<file path="src/gas_sensor_defines.vh">
// Register map, field positions, reset values and command codes.
`ifndef GAS_SENSOR_DEFINES_VH
`define GAS_SENSOR_DEFINES_VH

// Register offsets on the serial register port.
`define ADDR_MODE_SELECT 8'h10
`define ADDR_ALERT_CFG 8'h11
`define ADDR_COMMAND 8'h12
`define ADDR_TEMP_LSB 8'h13
`define ADDR_TEMP_MSB 8'h14
`define ADDR_HUM_LSB 8'h15
`define ADDR_HUM_MSB 8'h16
`define ADDR_STATUS 8'h20
`define ADDR_AIR_INDEX 8'h21
`define ADDR_VOC_LSB 8'h22
`define ADDR_VOC_MSB 8'h23
`define ADDR_RESULT_LAST 8'h37
`define ADDR_READBACK_BASE 8'h48
`define ADDR_READBACK_LAST 8'h4F

// Readback byte indices for the firmware version.
`define RB_IDX_MAJOR 3'h4
`define RB_IDX_MINOR 3'h5
`define RB_IDX_RELEASE 3'h6

// Operating modes.
`define MODE_DEEP_SLEEP 8'h00
`define MODE_IDLE 8'h01
`define MODE_STANDARD 8'h02
`define MODE_LOW_POWER 8'h03
`define MODE_ULTRA_LOW 8'h04
`define MODE_RESET 8'hF0

// Command codes.
`define CMD_NOP 8'h00
`define CMD_FW_VERSION 8'h0E
`define CMD_CLEAR_READBACK 8'hCC

// Status bit positions.
`define ST_RUNNING 7
`define ST_ERROR 6
`define ST_VALID_HI 3
`define ST_VALID_LO 2
`define ST_RESULT_READY 1
`define ST_READBACK_READY 0

// Alert configuration bit positions.
`define CFG_POLARITY 6
`define CFG_PUSH_PULL 5
`define CFG_ON_READBACK 3
`define CFG_ON_RESULT 1
`define CFG_MASTER_EN 0

// Reset values.
`define RST_MODE 8'h01
`define RST_AIR_INDEX 3'h1
`define RST_WORD 16'h0000
`define RST_BYTE 8'h00

`endif

</file>
<file path="src/gas_sensor_regs.v">
// Host-visible register slice of the gas sensor with command handling.
`timescale 1ns/1ps
`include "gas_sensor_defines.vh"

// Notes on behaviour
// [RULE1] Version query puts major, minor, release in readback bytes 4, 5, 6.
// [RULE2] Version placed sets readback-ready; alert only if so configured.
// [RULE3] Clear-readback command zeroes every readback byte.
// [RULE4] Temperature input at 0x13; low byte first; commit on upper byte.
// [RULE5] Host encodes temperature as kelvin times 64, unsigned 16 bits.
// [RULE6] Humidity input at 0x15; low byte first; commit on upper byte.
// [RULE7] Host encodes humidity as percent times 512, unsigned 16 bits.
// [RULE8] Status bit 7 is high while an operating mode runs; resets zero.
// [RULE9] Status bit 6 flags a detected error such as an invalid mode.
// [RULE10] Status bits 3:2 report validity: normal, warm-up, unused, invalid.
// [RULE11] Status bit 1 marks new results; cleared by first result read.
// [RULE12] Bit 0 flags new readback bytes; the first readback read clears it.
// [RULE13] Air index in bits 2:0, values 1 to 5, reset 1, upper bits zero.
// [RULE14] VOC-equivalent result in ppb is a two-byte read-only at 0x22.
// [RULE15] Commands accepted any time, executed only in idle mode.
// [RULE16] Alert on readback-ready needs trigger bit 3 and master bit 0.
// [RULE17] Multi-byte registers are little endian, low byte at low address.
// [RULE18] A cleared causing flag drops the alert unless another cause pends.
module gas_sensor_regs #(
  parameter [7:0] FW_MAJOR = 8'h01,
  parameter [7:0] FW_MINOR = 8'h00,
  parameter [7:0] FW_RELEASE = 8'h00
) (
  input wire clock_i,
  input wire srst_i,
  input wire [7:0] reg_addr_i,
  input wire reg_wr_i,
  input wire [7:0] reg_wdata_i,
  input wire reg_rd_i,
  output reg [7:0] reg_rdata_o,
  output reg reg_rvalid_o,
  input wire result_update_i,
  input wire [2:0] air_index_i,
  input wire [15:0] voc_ppb_i,
  input wire [1:0] validity_i,
  input wire mode_fault_i,
  output reg [15:0] temp_comp_o,
  output reg temp_comp_update_o,
  output reg [15:0] hum_comp_o,
  output reg hum_comp_update_o,
  output reg [7:0] mode_select_o,
  output wire host_alert_pin_o,
  output wire host_alert_pin_oe_o
);

  // Command sequencer states, one-hot.
  localparam [4:0] S_WAIT = 5'h01;
  localparam [4:0] S_MAJOR = 5'h02;
  localparam [4:0] S_MINOR = 5'h04;
  localparam [4:0] S_RELEASE = 5'h08;
  localparam [4:0] S_DONE = 5'h10;

  // True for a result register address.
  function is_result;
    input [7:0] a;
    begin
      is_result = (a >= `ADDR_AIR_INDEX) && (a <= `ADDR_RESULT_LAST);
    end
  endfunction

  // True for a general-purpose readback address.
  function is_readback;
    input [7:0] a;
    begin
      is_readback = (a >= `ADDR_READBACK_BASE) &&
                    (a <= `ADDR_READBACK_LAST);
    end
  endfunction

  // True for a legal operating mode code.
  function mode_legal;
    input [7:0] m;
    begin
      mode_legal = (m <= `MODE_ULTRA_LOW) || (m == `MODE_RESET);
    end
  endfunction

  reg [7:0] mode_reg;
  reg [7:0] alert_cfg_reg;
  reg [7:0] command_reg;
  reg cmd_pending_reg;
  reg [7:0] temp_lsb_reg;
  reg [7:0] hum_lsb_reg;
  reg error_reg;
  reg result_ready_reg;
  reg readback_ready_reg;
  reg [2:0] air_index_reg;
  reg [15:0] voc_reg;
  reg [4:0] state_reg;
  reg [4:0] state_next;
  reg [7:0] rd_local_reg;
  reg rd_from_mem_reg;
  reg rd_stage_reg;
  reg mem_wr_en;
  reg [2:0] mem_wr_idx;
  reg [7:0] mem_wr_data;
  reg mem_clear;
  reg alert;
  reg [7:0] status_byte;
  wire [7:0] mem_rd_data;
  wire wr_hit;
  wire rd_hit;
  wire in_idle;
  wire running;

  assign wr_hit = reg_wr_i;
  assign rd_hit = reg_rd_i;
  assign in_idle = (mode_reg == `MODE_IDLE);
  // Any of standard, low power or ultra low power counts as running.
  assign running = (mode_reg >= `MODE_STANDARD) &&
                   (mode_reg <= `MODE_ULTRA_LOW); // [RULE8]

  // Mode select and alert configuration written by the host.
  always @(posedge clock_i) begin
    if (srst_i) begin
      mode_reg <= `RST_MODE;
      alert_cfg_reg <= `RST_BYTE;
    end else if (wr_hit) begin
      if (reg_addr_i == `ADDR_MODE_SELECT) begin
        mode_reg <= reg_wdata_i;
      end
      if (reg_addr_i == `ADDR_ALERT_CFG) begin
        alert_cfg_reg <= reg_wdata_i & 8'h6B;
      end
    end
  end

  // Command is stored at once but only acted on in idle mode.
  always @(posedge clock_i) begin
    if (srst_i) begin
      command_reg <= `CMD_NOP;
      cmd_pending_reg <= 1'b0;
    end else if (wr_hit && (reg_addr_i == `ADDR_COMMAND)) begin
      command_reg <= reg_wdata_i; // [RULE15]
      cmd_pending_reg <= 1'b1;
    end else if (cmd_pending_reg && in_idle && (state_reg == S_WAIT)) begin
      cmd_pending_reg <= 1'b0; // [RULE15]
    end
  end

  // Compensation inputs: low byte held, commit when the upper byte lands.
  always @(posedge clock_i) begin
    if (srst_i) begin
      temp_lsb_reg <= `RST_BYTE;
      hum_lsb_reg <= `RST_BYTE;
      temp_comp_o <= `RST_WORD;
      hum_comp_o <= `RST_WORD;
      temp_comp_update_o <= 1'b0;
      hum_comp_update_o <= 1'b0;
    end else begin
      temp_comp_update_o <= 1'b0;
      hum_comp_update_o <= 1'b0;
      if (wr_hit && (reg_addr_i == `ADDR_TEMP_LSB)) begin
        temp_lsb_reg <= reg_wdata_i;
      end
      if (wr_hit && (reg_addr_i == `ADDR_TEMP_MSB)) begin
        temp_comp_o <= {reg_wdata_i, temp_lsb_reg}; // [RULE4] [RULE17]
        temp_comp_update_o <= 1'b1; // [RULE4]
      end
      if (wr_hit && (reg_addr_i == `ADDR_HUM_LSB)) begin
        hum_lsb_reg <= reg_wdata_i;
      end
      if (wr_hit && (reg_addr_i == `ADDR_HUM_MSB)) begin
        hum_comp_o <= {reg_wdata_i, hum_lsb_reg}; // [RULE6] [RULE17]
        hum_comp_update_o <= 1'b1; // [RULE6]
      end
    end
  end

  // Mode select seen by the sensing engine.
  always @* begin
    mode_select_o = mode_reg;
  end

  // Error latches on an illegal mode or engine fault; a legal mode clears it.
  always @(posedge clock_i) begin
    if (srst_i) begin
      error_reg <= 1'b0;
    end else if (mode_fault_i) begin
      error_reg <= 1'b1; // [RULE9]
    end else if (wr_hit && (reg_addr_i == `ADDR_MODE_SELECT)) begin
      error_reg <= ~mode_legal(reg_wdata_i); // [RULE9]
    end
  end

  // Results captured from the engine; a new set raises result-ready.
  always @(posedge clock_i) begin
    if (srst_i) begin
      air_index_reg <= `RST_AIR_INDEX; // [RULE13]
      voc_reg <= `RST_WORD;
      result_ready_reg <= 1'b0;
    end else begin
      if (result_update_i) begin
        air_index_reg <= air_index_i; // [RULE13]
        voc_reg <= voc_ppb_i; // [RULE14]
      end
      // Set beats a clear arriving in the same cycle.
      if (result_update_i) begin
        result_ready_reg <= 1'b1; // [RULE11]
      end else if (rd_hit && is_result(reg_addr_i)) begin
        result_ready_reg <= 1'b0; // [RULE11]
      end
    end
  end

  // Sequencer that writes the version bytes or clears the readback store.
  always @* begin
    state_next = state_reg;
    mem_wr_en = 1'b0;
    mem_wr_idx = `RB_IDX_MAJOR;
    mem_wr_data = FW_MAJOR;
    mem_clear = 1'b0;
    case (state_reg)
      S_WAIT: begin
        if (cmd_pending_reg && in_idle) begin
          if (command_reg == `CMD_FW_VERSION) begin
            state_next = S_MAJOR;
          end else if (command_reg == `CMD_CLEAR_READBACK) begin
            mem_clear = 1'b1; // [RULE3]
          end
        end
      end
      S_MAJOR: begin
        mem_wr_en = 1'b1;
        mem_wr_idx = `RB_IDX_MAJOR; // [RULE1]
        mem_wr_data = FW_MAJOR;
        state_next = S_MINOR;
      end
      S_MINOR: begin
        mem_wr_en = 1'b1;
        mem_wr_idx = `RB_IDX_MINOR; // [RULE1]
        mem_wr_data = FW_MINOR;
        state_next = S_RELEASE;
      end
      S_RELEASE: begin
        mem_wr_en = 1'b1;
        mem_wr_idx = `RB_IDX_RELEASE; // [RULE1]
        mem_wr_data = FW_RELEASE;
        state_next = S_DONE;
      end
      S_DONE: begin
        state_next = S_WAIT;
      end
      default: begin
        state_next = S_WAIT;
      end
    endcase
  end

  // Sequencer state register.
  always @(posedge clock_i) begin
    if (srst_i) begin
      state_reg <= S_WAIT;
    end else begin
      state_reg <= state_next;
    end
  end

  // Readback-ready rises once all version bytes are stored.
  always @(posedge clock_i) begin
    if (srst_i) begin
      readback_ready_reg <= 1'b0;
    end else if (state_reg == S_DONE) begin
      readback_ready_reg <= 1'b1; // [RULE2]
    end else if (rd_hit && is_readback(reg_addr_i)) begin
      readback_ready_reg <= 1'b0; // [RULE12]
    end
  end

  // Status byte assembled from live state; reserved bits read zero.
  always @* begin
    status_byte = 8'h00;
    status_byte[`ST_RUNNING] = running; // [RULE8]
    status_byte[`ST_ERROR] = error_reg; // [RULE9]
    status_byte[`ST_VALID_HI:`ST_VALID_LO] = validity_i; // [RULE10]
    status_byte[`ST_RESULT_READY] = result_ready_reg; // [RULE11]
    status_byte[`ST_READBACK_READY] = readback_ready_reg; // [RULE12]
  end

  // First read stage: pick the local byte or mark a readback access.
  always @(posedge clock_i) begin
    if (srst_i) begin
      rd_local_reg <= `RST_BYTE;
      rd_from_mem_reg <= 1'b0;
      rd_stage_reg <= 1'b0;
    end else begin
      rd_stage_reg <= rd_hit;
      rd_from_mem_reg <= is_readback(reg_addr_i);
      case (reg_addr_i)
        `ADDR_MODE_SELECT: rd_local_reg <= mode_reg;
        `ADDR_ALERT_CFG: rd_local_reg <= alert_cfg_reg;
        `ADDR_COMMAND: rd_local_reg <= command_reg;
        `ADDR_TEMP_LSB: rd_local_reg <= temp_lsb_reg;
        `ADDR_TEMP_MSB: rd_local_reg <= temp_comp_o[15:8];
        `ADDR_HUM_LSB: rd_local_reg <= hum_lsb_reg;
        `ADDR_HUM_MSB: rd_local_reg <= hum_comp_o[15:8];
        `ADDR_STATUS: rd_local_reg <= status_byte;
        `ADDR_AIR_INDEX: rd_local_reg <= {5'h00, air_index_reg}; // [RULE13]
        `ADDR_VOC_LSB: rd_local_reg <= voc_reg[7:0]; // [RULE14] [RULE17]
        `ADDR_VOC_MSB: rd_local_reg <= voc_reg[15:8]; // [RULE14]
        default: rd_local_reg <= 8'h00;
      endcase
    end
  end

  // Second read stage: final data and its valid pulse.
  always @(posedge clock_i) begin
    if (srst_i) begin
      reg_rdata_o <= `RST_BYTE;
      reg_rvalid_o <= 1'b0;
    end else begin
      reg_rvalid_o <= rd_stage_reg;
      reg_rdata_o <= rd_from_mem_reg ? mem_rd_data : rd_local_reg;
    end
  end

  // Alert follows the enabled pending flags and drops when they clear.
  always @* begin
    alert = alert_cfg_reg[`CFG_MASTER_EN] &
            ((alert_cfg_reg[`CFG_ON_READBACK] & readback_ready_reg) |
             (alert_cfg_reg[`CFG_ON_RESULT] & result_ready_reg));
    // [RULE2] [RULE16] [RULE18]
  end

  readback_mem #(
    .DEPTH(8),
    .AW(3)
  ) u_readback (
    .clock_i(clock_i),
    .srst_i(srst_i),
    .clear_i(mem_clear),
    .wr_en_i(mem_wr_en),
    .wr_idx_i(mem_wr_idx),
    .wr_data_i(mem_wr_data),
    .rd_idx_i(reg_addr_i[2:0]),
    .rd_data_o(mem_rd_data)
  );

  alert_pin_driver u_alert (
    .clock_i(clock_i),
    .srst_i(srst_i),
    .alert_i(alert),
    .active_high_i(alert_cfg_reg[`CFG_POLARITY]),
    .push_pull_i(alert_cfg_reg[`CFG_PUSH_PULL]),
    .host_alert_pin_o(host_alert_pin_o),
    .host_alert_pin_oe_o(host_alert_pin_oe_o)
  );

endmodule

</file>
<file path="src/readback_mem.v">
// Eight general-purpose readback bytes with registered read data.
`timescale 1ns/1ps
module readback_mem #(
  parameter DEPTH = 8,
  parameter AW = 3
) (
  input wire clock_i,
  input wire srst_i,
  input wire clear_i,
  input wire wr_en_i,
  input wire [AW-1:0] wr_idx_i,
  input wire [7:0] wr_data_i,
  input wire [AW-1:0] rd_idx_i,
  output reg [7:0] rd_data_o
);

  reg [7:0] mem_reg [0:DEPTH-1];
  integer i;

  // Clear wipes every byte at once; a write in the same cycle is dropped.
  always @(posedge clock_i) begin
    if (srst_i || clear_i) begin
      for (i = 0; i < DEPTH; i = i + 1) begin
        mem_reg[i] <= 8'h00;
      end
    end else if (wr_en_i) begin
      mem_reg[wr_idx_i] <= wr_data_i;
    end
  end

  // Read data always comes out of a register.
  always @(posedge clock_i) begin
    if (srst_i) begin
      rd_data_o <= 8'h00;
    end else begin
      rd_data_o <= mem_reg[rd_idx_i];
    end
  end

endmodule

</file>
<file path="src/alert_pin_driver.v">
// Drives the host alert pin with configurable polarity and drive style.
`timescale 1ns/1ps
module alert_pin_driver (
  input wire clock_i,
  input wire srst_i,
  input wire alert_i,
  input wire active_high_i,
  input wire push_pull_i,
  output reg host_alert_pin_o,
  output reg host_alert_pin_oe_o
);

  reg level;

  // Electrical level wanted on the pin for the current alert state.
  always @* begin
    level = alert_i ? active_high_i : ~active_high_i;
  end

  // Open drain only pulls low; push-pull always drives.
  always @(posedge clock_i) begin
    if (srst_i) begin
      host_alert_pin_o <= 1'b0;
      host_alert_pin_oe_o <= 1'b0;
    end else begin
      host_alert_pin_o <= level;
      host_alert_pin_oe_o <= push_pull_i | ~level;
    end
  end

endmodule

</file>
<file path="config.mk">
export PLATFORM = sky130hd
export DESIGN_NAME = gas_sensor_regs
export DESIGN_NICKNAME = d
export VERILOG_FILES = /design/src/gas_sensor_regs.v /design/src/readback_mem.v /design/src/alert_pin_driver.v
export VERILOG_INCLUDE_DIRS = /design/src
export SDC_FILE = /design/constraint.sdc
export NUM_CORES = 1
export LEC_CHECK = 0
export ABC_AREA = 1
export BUFFER_PORTS_ARGS = -buffer_cell sky130_fd_sc_hd__buf_2
export CELL_PAD_IN_SITES_DETAIL_PLACEMENT = 0
export CELL_PAD_IN_SITES_GLOBAL_PLACEMENT = 1
export CORE_MARGIN = 5
export CORE_UTILIZATION = 40
export DETAILED_ROUTE_END_ITERATION = 12
export PLACE_DENSITY_LB_ADDON = 0.1
export SKIP_CTS_REPAIR_TIMING = 1
export SLEW_MARGIN = 40
export SYNTH_ARGS = -nofsm -noshare
export SYNTH_HDL_FRONTEND = slang
export SYNTH_SLANG_ARGS = --single-unit
</file>
<file path="constraint.sdc">
create_clock -name clock_i -period 2 [get_ports clock_i]
set_clock_uncertainty 0.2 [all_clocks]
set_input_delay 0.4 -clock clock_i [delete_from_list [all_inputs] [get_ports clock_i]]
set_output_delay 0.4 -clock clock_i [all_outputs]
set_load 0.05 [all_outputs]
</file>
==> results_dict.tcl, run 1 <==
set metrics [dict create \
    start_util 0.407 \
    synth.distinct_cells 28 \
    p_leak_nw 3.02 \
    cts_tree "built" \
    setup_violations 0 \
    finalWorstSetupSlack_ns 0.253 \
    wirelength_mm 16.0 \
    dieArea_mm2 0.0158 \
    path_class "reg -> out" \
    fin_crit_ns 1.75 \
    rows 42 \
    vdd_ir_drop_max_v 0.000528 \
    vias 5090 \
    slew_headroom 0.559 \
    ys_seq_area_frac 0.473 \
    place.gp.congestion 0.907 \
    vias_per_cell 4.89 \
    finalInstanceArea_mm2 0.00675 \
    avgSynthCellArea_um2 7.15 \
    cp_num_buf_inv 1 \
    drtPass1Iterations 4 \
    switching_share 0.216 \
    path_cells "buf_2" \
    slew_viol_final 0 \
    period_share 0.873 \
    num-nets-final 896 \
    ant_nets 0 \
    die_x_um 126 \
    grt_usage 0.206 \
    slowest_stage "dfxtp_1" \
    final_cell_mix "121 x dfxtp_1, 113 x inv_1, 100 x nor2_1" \
    clock_sink_count 125 \
    coreArea_mm2 0.0132 \
    io_pins 96 \
    ys_seq_elements 125 \
    cp.required_ns 1.40 \
    fill_cells 1358 \
    grt_pass1_wl_mm 25.7 \
    grt_max_degree 103 \
    max_cap_viol_count 0 \
    cts_made_buffers 17 \
    placed_cell_area_mm2 0.00616 \
    critPathMaxFanout 4 \
    clkPwrFrac 0.518 \
    layout-drive-gt1-share 0.186 \
    crit_arrival_ns 1.15 \
    fmax_mhz 572 \
    port_buffers 95 \
    p_int_w 0.00470 \
    cp_top_family "flip-flops" \
    syn_area_mm2 0.00537 \
    dr.first_iter.drc_count 335 \
    seqPwrFrac 0.428 \
    cpPeakStageDelay_ns 0.42 \
    power_frac_comb 0.054 \
    yosysWarnings 0 \
    clkTransAtPathRegs_ns 0.05 \
    hpwlAfterDp_mm 11.6 \
    grt_overflow_total 0 \
    worst_slew_pin_slew_ns 0.659 \
    n_antenna_cell 0 \
    dp_slack_ns -0.0326 \
    endpoint_kind "output port" \
    hp-class "in -> reg" \
    final_common_cell "dfxtp_1" \
    grt_antenna_before_repair 0 \
    avgRoutedWirePerCell_um 15.4 \
    clockBufferDepth 2 \
    crit_path_start_kind "flip-flop" \
    grt_pass1_vias 4799 \
    htreeDepth 4 \
    syn_inst 751 \
    hold_slack_ns 0.0120 \
    outcome "completed" \
    die_y_um 126 \
    clkLatencyLatePin_ns 0.42 \
    rsz0062_at_grt "no" \
    hold_viol 0 \
    power_density_mw_per_mm2 888 \
    power.switching_w 0.00130 \
    syn_to_final_growth_pct 25.7 \
    totalPowerFinal_w 0.00600 \
    drc 0 \
    cts-root-buf "clkbuf_16" \
]
-- cell type report --
class	count	area (µm²)	area share
clock buffer	24	483	0.0715
tap	176	220	0.0326
sequential	125	2540	0.376
clock inverter	7	110	0.0163
inverter	116	435	0.0645
timing repair buffer	119	743	0.110
multi-input combinational	474	2220	0.329
-- Yosys cell counts --
cell type	count	area [µm²]
nor4_1	3	18.8
buf_1	2	7.51
nand2_1	84	315
buf_6	2	22.5
o21ai_0	67	335
nand3_1	91	455
dfxtp_1	121	2420
a21oi_1	77	385
edfxtp_1	4	120
nand4_1	5	31.3
nor2_4	4	45.0
nand3_2	3	30.0
nand2_2	2	12.5
buf_2	16	80.1
a22oi_1	1	7.51
conb_1	1	3.75
clkbuf_1	17	63.8
inv_2	2	7.51
buf_4	1	7.51
nor2_1	100	375
a31oi_1	1	6.26
nor3_1	2	10.0
nand3_4	1	17.5
inv_1	114	428
o21ai_1	24	120
nor2_2	3	18.8
a22o_1	1	8.76
o211ai_1	2	15.0
-- layer usage --
metal / GRT usage / vias up / routed length [µm]
li1: - / 2626 / -
met5: 0 / - / 0
met2: 0.320 / 127 / 7300
met3: 0.0487 / 22 / 860
met4: 0.0808 / 0 / 354
met1: 0.278 / 2315 / 7490
-- power groups by stage --
stage	logic, W	registers (W)	clock network, W
detailed placement	0.000325	0.00262	0
global placement	0.000319	0.00262	0
global route	0.000364	0.00257	0.00328
floorplan	0.000170	0.00263	0
finish	0.000325	0.00257	0.00310
CTS	0.000326	0.00257	0.00317
-- kinds of logic after synthesis --
family,Yosys count,synth area share
buf+inv,154,0.115
compound gates,173,0.164
simple gates,298,0.248
other cells,1,0.000698
flops,125,0.473
-- through the flow --
stage               std cells  utilization  TNS (ns)
floorplan                 753            -         0
global placement         1010        0.467    -0.153
detailed placement       1010        0.467    -0.201
CTS                      1041        0.512         0
global route             1041        0.512         0
finish                   1041        0.512         0
-- worst paths after layout --
path                                  startpoint                     to  slack (ns)  cells after the start
worst max-delay path            mode_select_o[1]       mode_select_o[1]        0.25                      1
worst min-delay path              air_index_i[1]       air_index_reg[1]        0.01                      3
worst max register to register  mode_select_o[1]  u_readback.mem_reg[5]        0.32                      5
worst min register to register      rd_stage_reg           reg_rvalid_o        0.20                      2
(Power assumes the default switching activity.)
==> inputs of run 2 (changes only) <==
--- a/config.mk
+++ b/config.mk
@@ -6,12 +6,11 @@
 export SDC_FILE = /design/constraint.sdc
 export NUM_CORES = 1
 export LEC_CHECK = 0
-export ABC_AREA = 1
 export BUFFER_PORTS_ARGS = -buffer_cell sky130_fd_sc_hd__buf_2
 export CELL_PAD_IN_SITES_DETAIL_PLACEMENT = 0
 export CELL_PAD_IN_SITES_GLOBAL_PLACEMENT = 1
 export CORE_MARGIN = 5
-export CORE_UTILIZATION = 40
+export CORE_UTILIZATION = 42
 export DETAILED_ROUTE_END_ITERATION = 12
 export PLACE_DENSITY_LB_ADDON = 0.1
 export SKIP_CTS_REPAIR_TIMING = 1
==> run 2 against run 1 <==
Effect of this change: sequential cell count unchanged; setup slack worse by 0.11 ns; via count decreased by 13%; clock power decreased by 2%; cell area up 1.4%; area after synthesis is 2.4% lower; register-to-register slack got worse by 0.17 ns; hold slack got worse by 0.0080 ns; sequential share of layout area is 0.48 points lower; largest power group unchanged; highest routed layer unchanged.
==> results_dict.tcl, run 2 <==
set metrics [dict create \
    ys_seq_area_frac 0.485 \
    min_path_cells 2 \
    setup_violations 0 \
    clockBufferDepth 2 \
    yosysTopAreaCell "dfxtp_1" \
    clkTransAtPathRegs_ns 0.05 \
    clock_sink_count 125 \
    fin_crit_ns 1.85 \
    num-nets-final 722 \
    async_flop_share 0 \
    path_cells "nor4bb_1 -> nand3b_1 -> nor4_4 -> a21oi_2 -> inv_1 -> nor2_1" \
    vdd_ir_drop_max_v 0.000446 \
    io_pins 96 \
    final_cell_mix "120 x dfxtp_1, 111 x nor2_1, 94 x buf_2" \
    ys_top_cells_by_area "dfxtp_1 46%, mux2i_1 17%, nor2_1 7.9%" \
    yosysTopAreaCellShare 0.462 \
    place.gp.congestion 0.912 \
    power_density_mw_per_mm2 866 \
    critPathMaxFanout 4 \
    syn_to_final_growth_pct 30.5 \
    cp_num_buf_inv 1 \
    grt_overflow_total 0 \
    outcome "completed" \
    start_util 0.433 \
    ys_seq_elements 125 \
    layout-drive-gt1-share 0.298 \
    dieArea_mm2 0.0148 \
    endpoint_kind "flip-flop" \
    grt_max_degree 75 \
    period_share 0.926 \
    rows 40 \
    die_y_um 122 \
    cpPeakStageDelay_ns 0.33 \
    synth-edff-count 4 \
    r2r_setup_slack_ns 0.15 \
    avgSynthCellArea_um2 9.70 \
    dr.first_iter.drc_count 184 \
    wirelength_mm 15.1 \
    clkLatencyLatePin_ns 0.41 \
    yosys_most_used_dff "dfxtp_1" \
    path_class "reg -> reg" \
    grt_usage 0.210 \
    hold_viol 0 \
    multi_input_area_mm2 0.00252 \
    grt_antenna_before_repair 0 \
    final-seq-area_mm2 0.00254 \
    cp_top_family "simple AND/OR/NAND/NOR gates" \
    htreeDepth 4 \
    syn_inst 541 \
    hold_end "air_index_reg[0]" \
    slew_headroom 0.599 \
    finalWorstSetupSlack_ns 0.148 \
    vias_per_cell 5.15 \
    n_antenna_cell 0 \
    ant_nets 0 \
    slew_viol_final 0 \
    final_cells 859 \
    crit_path_start_kind "flip-flop" \
    drtPass1Iterations 4 \
    reg2reg_to "u_readback.mem_reg[4]" \
    min-delay-start "air_index_i[0]" \
    fill_cells 1139 \
    dp_slack_ns -0.133 \
    p_leak_nw 3.36 \
    synth.distinct_cells 51 \
    ff2ff_path_depth 6 \
    hp-class "in -> reg" \
    cp.required_ns 1.96 \
    grt_pass1_vias 4416 \
    synth.most_common_cell "dfxtp_1" \
    yosysWarnings 0 \
    cts_made_buffers 17 \
    grt_pass1_wl_mm 23.7 \
    die_x_um 122 \
    worst_slew_pin_slew_ns 0.602 \
    cts-root-buf "clkbuf_16" \
    coreArea_mm2 0.0121 \
    vias 4422 \
    drc 0 \
    hpwlAfterDp_mm 11.3 \
    max_cap_viol_count 0 \
    slowest_stage "dfxtp_1" \
    syn_area_mm2 0.00525 \
    port_buffers 95 \
    cts_tree "built" \
    rsz0062_at_grt "no" \
    crit_arrival_ns 1.82 \
    final_common_cell "dfxtp_1" \
    yosys-top-cells-count "121 x dfxtp_1, 111 x nor2_1, 91 x mux2i_1" \
    timing.rr.start "cmd_pending_reg" \
    avgRoutedWirePerCell_um 17.6 \
    placedCellCount 828 \
    fmax_mhz 540 \
]
[run 2: cell count changes in the layout (fill, tap and decap cells not counted), sizes merged, moves of 5 or more]
cell	previous run	this run
a21oi	77	16
o22ai	0	5
and2	0	11
inv	116	4
nand2	86	33
mux2i	0	91
nand3	95	19
a22oi	1	11
o21ai	91	7
buf	119	152
nor2b	0	8
a31oi	1	6
nand3b	0	8
[run 2: area by class of cell]
class,instances,area share
clock inverter,11,0.0166
sequential,125,0.372
inverter,3,0.00165
timing repair buffer,152,0.141
tap,168,0.0307
clock buffer,20,0.0698
multi-input combinational,380,0.368
[run 2: kinds of logic after synthesis]
family | count (synthesis) | synth area share
simple gates | 213 | 0.192
compound gates | 63 | 0.0802
xor+xnor | 2 | 0.00334
mux | 99 | 0.199
flops | 125 | 0.485
buf+inv | 38 | 0.0398
other cells | 1 | 0.000715
[run 2: worst max path at each step]
stage	slack, ns	endpoint	from	cells after the start
2_1_floorplan	0.03	hum_comp_o[14]	reg_addr_i[0]	8
3_3_place_gp	-0.07	temp_lsb_reg[5]	reg_addr_i[3]	7
3_5_place_dp	-0.13	temp_lsb_reg[2]	reg_addr_i[3]	7
4_1_cts	-0.04	u_readback.mem_reg[4]	command_reg[0]	5
5_1_grt	0.01	u_readback.mem_reg[4]	cmd_pending_reg	6
6_report	0.15	u_readback.mem_reg[4]	cmd_pending_reg	6
[run 2: stage by stage]
| step | total power (W) | hold WS (ns) | cell area (µm²) | TNS [ns] | util |
|---|---|---|---|---|---|
| floorplan | 0.00278 | 0.206 | 5250 | 0 | - |
| global placement | 0.00294 | 0.216 | 6230 | -1.11 | 0.515 |
| detailed placement | 0.00295 | 0.217 | 6230 | -2.78 | 0.515 |
| CTS | 0.00598 | -0.0147 | 6830 | -0.0540 | 0.564 |
| global route | 0.00614 | 0.0167 | 6850 | 0 | 0.565 |
| finish | 0.00593 | 0.00397 | 6850 | 0 | 0.565 |
[run 2: per-layer routing]
layer	up-vias	part of all wire	track usage
li1	2176	-	-
met1	2119	0.44	0.266
met2	105	0.49	0.348
met3	22	0.043	0.0399
met4	0	0.022	0.0931
met5	-	0	0
[run 2: where the power goes]
group,internal [W],total (W),switching (W)
logic,0.000136,0.000329,0.000193
registers,0.00254,0.00256,0.0000231
clock network,0.00195,0.00303,0.00108
